**src/cad_pkg.sv**
```systemverilog
// Constants and types for the compatibility-area address decoder.
// Assumes a 32-bit AHB-Lite register bus and a 36-bit host address.
package cad_pkg;
	localparam logic [7:0] CAD_OFS_CTRL = 8'h00;
	localparam logic [7:0] CAD_OFS_ATTR = 8'h04;
	localparam logic [7:0] CAD_OFS_STATUS = 8'h08;
	localparam logic [31:0] CAD_CTRL_RESET = 32'h0000_0000;
	// All segments read and write disabled after reset
	localparam logic [25:0] CAD_ATTR_RESET = 26'h000_0000;
	localparam int CAD_CTRL_W = 9;
	localparam int CAD_BIT_AGP_ON = 0;
	localparam int CAD_BIT_MONO = 1;
	localparam int CAD_BIT_GMS_LO = 2;
	localparam int CAD_BIT_GMS_HI = 3;
	localparam int CAD_BIT_BRCMD = 4;
	localparam int CAD_BIT_BRCTL = 5;
	localparam int CAD_BIT_GFXCMD = 6;
	localparam int CAD_BIT_SMM_OPEN = 7;
	localparam int CAD_BIT_SMM_EN = 8;
	localparam int CAD_SEG_COUNT = 13;
	localparam logic [19:0] CAD_DOS_END = 20'hA0000;
	localparam logic [2:0] CAD_VIDEO_TAG = 3'h5;
	localparam logic [4:0] CAD_MONO_TAG = 5'h16;
	localparam logic [19:0] CAD_SEG_BASE = 20'hC0000;
	localparam logic [19:0] CAD_SEG16_END = 20'hF0000;
	localparam logic [15:0] CAD_CNT_RESET = 16'h0000;
	typedef enum logic [2:0] {CAD_TGT_DRAM, CAD_TGT_HUB, CAD_TGT_GFX, CAD_TGT_TERM, CAD_TGT_ABORT} cad_target_t;
	typedef enum logic [1:0] {CAD_SRC_CPU, CAD_SRC_HUB, CAD_SRC_GFX} cad_source_t;
endpackage

```
**src/cad_segment_lookup.sv**
```systemverilog
// Attribute lookup for the thirteen shadowable compatibility segments.
// Assumes a 20-bit address below 1 MB and a packed read/write enable vector.
`timescale 1ns/10ps
module cad_segment_lookup #(
	parameter int SEGS = cad_pkg::CAD_SEG_COUNT
)(
	input wire logic [19:0] addr,
	input wire logic [2*SEGS-1:0] attr,
	output logic segHit,
	output logic segmentReadEnable,
	output logic segmentWriteEnable
);
	logic [SEGS-1:0] hitVec;
	logic [SEGS-1:0] reVec;
	logic [SEGS-1:0] weVec;
	genvar g;
	generate
		for (g = 0; g < SEGS; g++)
		begin : gSeg
			// Twelve 16 KB segments from C0000h, the last one covers 64 KB
			if (g < SEGS - 1)
			begin : gSmall
				assign hitVec[g] = addr[19:14] == 6'(cad_pkg::CAD_SEG_BASE[19:14] + 6'(g));
			end
			else
			begin : gBios
				assign hitVec[g] = addr >= cad_pkg::CAD_SEG16_END;
			end
			assign reVec[g] = hitVec[g] & attr[2*g];
			assign weVec[g] = hitVec[g] & attr[2*g+1];
		end
	endgenerate
	assign segHit = |hitVec;
	assign segmentReadEnable = |reVec;
	assign segmentWriteEnable = |weVec;
endmodule

```
**src/cad_decoder.sv**
```systemverilog
// Compatibility-area address decoder with its AHB-Lite configuration registers.
// Assumes requests come from logic on clk; segment ranges are programmed without overlap.
//
// Chosen here: the register offsets and the AHB-Lite register port.
`timescale 1ns/10ps
module cad_decoder #(
	parameter int ADDR_W = 36
)(
	input wire logic clk,
	input wire logic rst,
	input wire logic hsel,
	input wire logic [31:0] haddr,
	input wire logic [1:0] htrans,
	input wire logic hwrite,
	input wire logic [2:0] hsize,
	input wire logic [31:0] hwdata,
	input wire logic hready,
	output logic [31:0] hrdata,
	output logic hreadyout,
	output logic hresp,
	input wire logic reqValid,
	input wire logic [ADDR_W-1:0] reqAddr,
	input wire logic reqWrite,
	input wire logic reqIo,
	input wire logic reqSmm,
	input wire logic [1:0] reqSource,
	output logic rspValid,
	output logic [2:0] rspTarget,
	output logic rspZeroData
);
	logic [cad_pkg::CAD_CTRL_W-1:0] ctrl_q;
	logic [cad_pkg::CAD_CTRL_W-1:0] ctrl_d;
	logic [25:0] attr_q;
	logic [25:0] attr_d;
	logic [15:0] aboveCount_q;
	logic [2:0] lastTarget_q;
	logic wrPending_q;
	logic [7:0] wrOfs_q;
	logic [31:0] hrdata_q;
	logic rspValid_q;
	logic [2:0] rspTarget_q;
	logic rspZeroData_q;

	// Bus decode
	wire addrPhase = hsel & hready & htrans[1];
	wire wrCtrl = wrPending_q & (wrOfs_q == cad_pkg::CAD_OFS_CTRL);
	wire wrAttr = wrPending_q & (wrOfs_q == cad_pkg::CAD_OFS_ATTR);
	assign ctrl_d = wrCtrl ? hwdata[cad_pkg::CAD_CTRL_W-1:0] : ctrl_q;
	assign attr_d = wrAttr ? hwdata[25:0] : attr_q;
	// Reads see a write still in its data phase, so back-to-back access needs no wait state
	wire [31:0] rdMux = (haddr[7:0] == cad_pkg::CAD_OFS_CTRL) ? {23'h000000, ctrl_d} :
		(haddr[7:0] == cad_pkg::CAD_OFS_ATTR) ? {6'h00, attr_d} :
		(haddr[7:0] == cad_pkg::CAD_OFS_STATUS) ? {aboveCount_q, 13'h0000, lastTarget_q} : 32'h0000_0000;
	wire mapped = haddr[31:8] == 24'h000000;

	// Configuration fields
	wire agpOn = ctrl_q[cad_pkg::CAD_BIT_AGP_ON];
	wire monoAdapterEnable = ctrl_q[cad_pkg::CAD_BIT_MONO];
	wire [1:0] graphicsMemorySelect = ctrl_q[cad_pkg::CAD_BIT_GMS_HI:cad_pkg::CAD_BIT_GMS_LO];
	wire bridgeCommand = ctrl_q[cad_pkg::CAD_BIT_BRCMD];
	wire bridgeControl = ctrl_q[cad_pkg::CAD_BIT_BRCTL];
	wire graphicsDeviceCommand = ctrl_q[cad_pkg::CAD_BIT_GFXCMD];
	wire smramOpen = ctrl_q[cad_pkg::CAD_BIT_SMM_OPEN];
	wire smramEnable = ctrl_q[cad_pkg::CAD_BIT_SMM_EN];

	// Address classification
	wire above4g = |reqAddr[ADDR_W-1:32];
	wire lowMeg = ~reqIo & (reqAddr[ADDR_W-1:20] == '0);
	wire inDos = lowMeg & (reqAddr[19:0] < cad_pkg::CAD_DOS_END);
	wire inVideo = lowMeg & (reqAddr[19:17] == cad_pkg::CAD_VIDEO_TAG);
	wire inMono = reqAddr[19:15] == cad_pkg::CAD_MONO_TAG;
	wire [9:0] ioPort = reqAddr[9:0];
	wire monoIoPort = reqIo & (reqAddr[ADDR_W-1:10] == '0) & ((ioPort == 10'h3B4) | (ioPort == 10'h3B5) |
		(ioPort == 10'h3B8) | (ioPort == 10'h3B9) | (ioPort == 10'h3BA) | (ioPort == 10'h3BF));
	wire monoActive = agpOn & monoAdapterEnable;
	wire segHit;
	wire segmentReadEnable;
	wire segmentWriteEnable;

	cad_segment_lookup #(
		.SEGS(cad_pkg::CAD_SEG_COUNT)
	) uLookup (
		.addr(reqAddr[19:0]),
		.attr(attr_q),
		.segHit(segHit),
		.segmentReadEnable(segmentReadEnable),
		.segmentWriteEnable(segmentWriteEnable)
	);

	// Video steering; the outcome depends on the source (CPU SMM, graphics port, hub reads)
	wire videoToGfx = agpOn ? (bridgeCommand & bridgeControl) : ((graphicsMemorySelect != 2'h0) & graphicsDeviceCommand);
	wire smmToDram = smramOpen | (reqSmm & smramEnable & (reqSource == 2'(cad_pkg::CAD_SRC_CPU)));
	wire fromGfx = reqSource == 2'(cad_pkg::CAD_SRC_GFX);
	wire fromHub = reqSource == 2'(cad_pkg::CAD_SRC_HUB);
	wire [2:0] videoTarget = smmToDram ? 3'(cad_pkg::CAD_TGT_DRAM) :
		fromGfx ? 3'(cad_pkg::CAD_TGT_ABORT) :
		(monoActive & inMono) ? 3'(cad_pkg::CAD_TGT_HUB) :
		~videoToGfx ? 3'(cad_pkg::CAD_TGT_HUB) :
		(fromHub & ~reqWrite) ? 3'(cad_pkg::CAD_TGT_ABORT) :
		3'(cad_pkg::CAD_TGT_GFX);
	// Disabled segments fall to the hub; their DRAM is simply unreachable
	wire segToDram = reqWrite ? segmentWriteEnable : segmentReadEnable;
	wire [2:0] ioTarget = (monoIoPort & ~monoActive & videoToGfx) ? 3'(cad_pkg::CAD_TGT_GFX) :
		3'(cad_pkg::CAD_TGT_HUB);
	wire [2:0] routeTarget = above4g ? 3'(cad_pkg::CAD_TGT_TERM) :
		reqIo ? ioTarget :
		inDos ? 3'(cad_pkg::CAD_TGT_DRAM) :
		inVideo ? videoTarget :
		(lowMeg & segHit & segToDram) ? 3'(cad_pkg::CAD_TGT_DRAM) :
		3'(cad_pkg::CAD_TGT_HUB);

	// Register bus
	always_ff @(posedge clk or posedge rst)
	begin
		if (rst)
		begin
			wrPending_q <= 1'b0;
			wrOfs_q <= 8'h00;
			hrdata_q <= 32'h0000_0000;
			ctrl_q <= cad_pkg::CAD_CTRL_RESET[cad_pkg::CAD_CTRL_W-1:0];
			attr_q <= cad_pkg::CAD_ATTR_RESET;
		end
		else
		begin
			wrPending_q <= addrPhase & hwrite & mapped;
			wrOfs_q <= haddr[7:0];
			hrdata_q <= (addrPhase & ~hwrite & mapped) ? rdMux : 32'h0000_0000;
			ctrl_q <= ctrl_d;
			attr_q <= attr_d;
		end
	end
	assign hrdata = hrdata_q;
	// Zero wait states and always OKAY; kept as flops so outputs stay registered
	logic hreadyout_q;
	logic hresp_q;
	always_ff @(posedge clk or posedge rst)
	begin
		if (rst)
		begin
			hreadyout_q <= 1'b0;
			hresp_q <= 1'b0;
		end
		else
		begin
			hreadyout_q <= 1'b1;
			hresp_q <= 1'b0;
		end
	end
	assign hreadyout = hreadyout_q;
	assign hresp = hresp_q;

	// Decode answer, one cycle after the request
	always_ff @(posedge clk or posedge rst)
	begin
		if (rst)
		begin
			rspValid_q <= 1'b0;
			rspTarget_q <= 3'(cad_pkg::CAD_TGT_HUB);
			rspZeroData_q <= 1'b0;
			lastTarget_q <= 3'(cad_pkg::CAD_TGT_HUB);
			aboveCount_q <= cad_pkg::CAD_CNT_RESET;
		end
		else
		begin
			rspValid_q <= reqValid;
			rspTarget_q <= reqValid ? routeTarget : rspTarget_q;
			rspZeroData_q <= reqValid & above4g & ~reqWrite;
			lastTarget_q <= reqValid ? routeTarget : lastTarget_q;
			aboveCount_q <= aboveCount_q + 16'((reqValid & above4g) ? 1 : 0);
		end
	end
	assign rspValid = rspValid_q;
	assign rspTarget = rspTarget_q;
	assign rspZeroData = rspZeroData_q;
endmodule

```
**config.mk**
```make
export PLATFORM = sky130hd
export DESIGN_NAME = cad_decoder
export DESIGN_NICKNAME = d
export VERILOG_FILES = /design/src/cad_pkg.sv /design/src/cad_segment_lookup.sv /design/src/cad_decoder.sv
export SDC_FILE = /design/constraint.sdc
export NUM_CORES = 1
export LEC_CHECK = 0
export ABC_AREA = 1
export BUFFER_PORTS_ARGS = -buffer_cell sky130_fd_sc_hd__buf_2
export CAP_MARGIN = 10
export CORE_MARGIN = 3
export CORE_UTILIZATION = 50
export DETAILED_ROUTE_END_ITERATION = 8
export PLACE_DENSITY = 0.83
export RECOVER_POWER = 25
export SLEW_MARGIN = 20
export SYNTH_ARGS = -nofsm -noshare
export SYNTH_HDL_FRONTEND = slang
export SYNTH_SLANG_ARGS = --single-unit
```
**constraint.sdc**
```tcl
create_clock -name clk -period 3.4 [get_ports clk]
set_input_delay 0.51 -clock clk [delete_from_list [all_inputs] [get_ports clk]]
set_output_delay 0.51 -clock clk [all_outputs]
set_load 0.02 [all_outputs]
```
==> PnR_summary.wiki <==
{| class="wikitable"
! Metric !! Value
|-
| Slowest CP cell || sky130_fd_sc_hd__ha_1
|-
| Hold path endpoint || wrOfs_q[1]
|-
| Final count of pins violating max slew || 49
|-
| Max rail drop VDD || 0.219 mV
|-
| Synthesized area || 4500 um2
|-
| Vias || a little under 4k
|-
| Clock latency on the worst-skew pair || about 0.36 ns
|-
| Area share of fa/ha/maj cells after synthesis || less than 1%
|-
| CP Cell Sequence || clkbuf_1, inv_1, nor2_1, ha_1, ha_1, nand3_1, nor3_2, nand3_1, nor3_2, nand3_1, nor3_2, xor2_1
|-
| R2R cell count || 6
|-
| Port buffer count || about 140
|-
| Highest Clock Rate || 423 MHz
|-
| Layout area overhead || 22.4%
|-
| Post-detailed-route DRC marker count || 0
|-
| Mean post-synth cell area || 8.97 um2
|-
| Reg2reg setup slack || approximately 1.3 ns
|-
| Maximum level of the CTS H-tree || 3
|-
| Starting utilization of the core area || 53.2%
|-
| Leading cell types in the layout, fill and taps excluded || sky130_fd_sc_hd__buf_2 (136), sky130_fd_sc_hd__nand2_1 (109), sky130_fd_sc_hd__dfrtp_1 (97), sky130_fd_sc_hd__inv_1 (60), sky130_fd_sc_hd__nor2_1 (58)
|-
| Area fraction in compound gates after synthesis || 7.31%
|-
| Worst Path Max Fanout || 6
|-
| Antenna-violating nets left || 0
|-
| Crit path launch || reqValid
|-
| Crit path largest cell delay || 0.24 ns
|-
| Number of rows in the core area || 33
|-
| Global routing usage summed across all routing layers || between 20% and 30%
|-
| Worst endpoint required time || ~3.7 ns
|-
| Clock-pin transition on the worst setup and hold timing paths || 0.10 ns
|-
| Post-synthesis xor/xnor area fraction || 2.72%
|-
| Final setup TNS || 0 ns
|-
| Cell count after synthesis || approximately 500
|-
| Count of different cell masters after synthesis || 43
|-
| Number of global-route vias before repair || 3,999
|-
| Violated checks || capacitance limit, slew limit
|-
| Number of enable flip-flop cells after synthesis || 0
|-
| Initial drt markers || 223
|-
| Number of optimization iterations in the first detailed-route pass || 5
|-
| Main combinational cell family by area after synthesis || simple AND/OR/NAND/NOR gates
|-
| Die Width || ~100 um
|-
| CORE AREA || 8460 um2
|-
| Final hold vios || 0
|-
| Syn nets || between 600 and 700
|-
| Hold path startpoint || haddr[1]
|-
| Overflow left after global routing || 0
|-
| Worst slack at placement || about 0.72 ns
|-
| Antenna diode count || 0
|-
| Sequential cell area || 2450 um2
|-
| Initial antenna violation count || 0
|-
| Relative max-transition margin || -36.0%
|-
| Die area || 10,200 um2
|-
| Final estimated routing congestion in global placement || 0.855
|-
| Proportion of synthesized chip area in sequential cells || a little over half
|-
| Clock Tree Buf Depth || 2
|-
| Category of the worst setup path launch point || input port
|-
| Setup repair after global routing missed its margin || no
|-
| Root cell of the clock tree || sky130_fd_sc_hd__clkbuf_8
|-
| Number of synthesized register bits || 98
|-
| Most frequently used flop master after synthesis || sky130_fd_sc_hd__dfrtp_1
|-
| Type of the worst min-delay path || in -> reg
|-
| Kind of end point of the critical path || register
|-
| Final Cycle Share || between 60% and 70%
|-
| Total area of multi-input combinational cells || approximately 1800 um2
|-
| Clock buffer count from CTS || 9
|-
| Fill cell instance count of the final layout || roughly 700
|-
| Final setup violation count || 0
|-
| Non-Filler Cell Area, Final || 5510 um2
|-
| First-pass GRT wire length || 17,900 um
|-
| Die height || between 100 and 150 um
|-
| CTS tree || built
|-
| IO Count || 155
|-
| Wire length after detailed routing || roughly 11,000 um
|-
| Post-layout net count || 769
|-
| Most frequent standard cell in the layout excluding fill and tap cells || sky130_fd_sc_hd__buf_2
|-
| Arrival time of data at the critical path endpoint || 2.65 ns
|-
| Placed cell area || between 5000 and 6000 um2
|-
| Simple logic cell fraction of the synthesized area || 25.2%
|-
| Status || complete, but fails checks
|-
| WL per Instance || 14.5 um
|-
| Post-synthesis async set-or-reset flop share || 100%
|-
| Least setup slack across all paths after layout || 1.04 ns
|-
| Launch point of the worst reg-to-reg path || wrOfs_q[1]
|-
| Power density cells || approximately 420 nW/um2
|-
| Clock skew after layout || 0.00930 ns
|-
| Cts-stage hold buffer count || 0
|-
| Buffers inserted during post-CTS setup optimization || 0
|-
| Fraction of final layout cells sized beyond drive strength 1 || around 29%
|-
| Worst Hold Path Cells || 1
|-
| Number of max-cap violations || 1
|-
| Category of the critical setup timing path || in -> reg
|-
| Largest net degree at the start of global routing || 49
|-
| Routed via count divided by cell count || 5.13
|-
| Number of clock sinks || just under 100
|-
| Worst R2R End || hrdata[25]
|-
| Leakage dissipation || 0.00304 uW
|-
| Yosys warning total || 0
|-
| Share of cell area taken by muxes after synthesis || 3.08%
|-
| Worst-margin pin slew || 2.03 ns
|-
| Crit path time final || 2.36 ns
|-
| Number of gates given a new drive strength after cts || 0
|-
| Post-detail-place hpwl || 8300 um
|}
[state kept, by name, indices dropped and copies added (netlist names)]
signal and cells:
hreadyout 1, aboveCount_q 16, wrPending_q 1, hrdata 32
rspValid 1, lastTarget_q 3, ctrl_q 9, wrOfs_q 8
rspZeroData 1, attr_q 26
[logic make-up after synthesis]
logic type / Yosys count
AOI/OAI and AO/OA: 62
buffers and inverters: 71
muxes: 10
adders and majority gates: 2
DFF: 98
and+or+nand+nor: 243
xor gates and xnor gates: 14
other: 2
[worst max-delay path, delay by kind of cell]
| family | cells | cell delay [ns] |
|---|---|---|
| adder cells (fa/ha/maj) | 2 | 0.45 |
| XOR/XNOR | 1 | 0.17 |
| buffers and inverters | 2 | 0.30 |
| AND/OR/NAND/NOR | 7 | 1.23 |
[cells in the mapped netlist (all sizes together), types with 7 or more instances]
cell | number | area [um2]
nor2 | 59 | 224
a21oi | 25 | 125
buf | 7 | 48.8
xor2 | 12 | 105
nand3 | 40 | 213
o21ai | 33 | 173
nor3 | 13 | 96.4
inv | 61 | 229
mux2 | 10 | 139
nand2 | 112 | 433
dfrtp | 97 | 2430
[layer usage]
layer  wire length [um]  track usage, %
met2               5320            37.6
met5                  0               0
met3                998            5.19
met1               4590            28.4
met4                122            7.06
[worst max path at each step]
stage	to	slack, ns	depth (start not counted)
floorplan	aboveCount_q[0]	0.33	1
global placement	aboveCount_q[14]	0.85	14
detailed placement	aboveCount_q[14]	0.72	14
CTS	aboveCount_q[14]	1.04	14
global route	aboveCount_q[14]	0.85	12
finish	aboveCount_q[14]	1.04	12
[final cells by class]
cell class / count / area share (%)
sequential: 98 / 44.5
multi-input combinational: 333 / 31.9
timing repair buffer: 146 / 13.2
inverter: 63 / 4.36
clock buffer: 10 / 2.50
tap: 105 / 2.38
clock inverter: 5 / 1.11
[metrics by stage]
stage	cells	hold WS, ns	util (%)	total power (uW)
global route	760	0.245	65.1	2400
finish	760	0.260	65.1	2290
floorplan	502	0.463	-	1420
detailed placement	745	0.491	62.9	1530
CTS	760	0.221	65.2	2300
global placement	745	0.481	62.9	1520
[report_power, final]
| group | switching, uW | internal [uW] |
|---|---|---|
| sequential | 58.9 | 1230 |
| clock | 417 | 362 |
| combinational | 130 | 99.9 |
No activity file was read; power rests on OpenSTA's default activity.
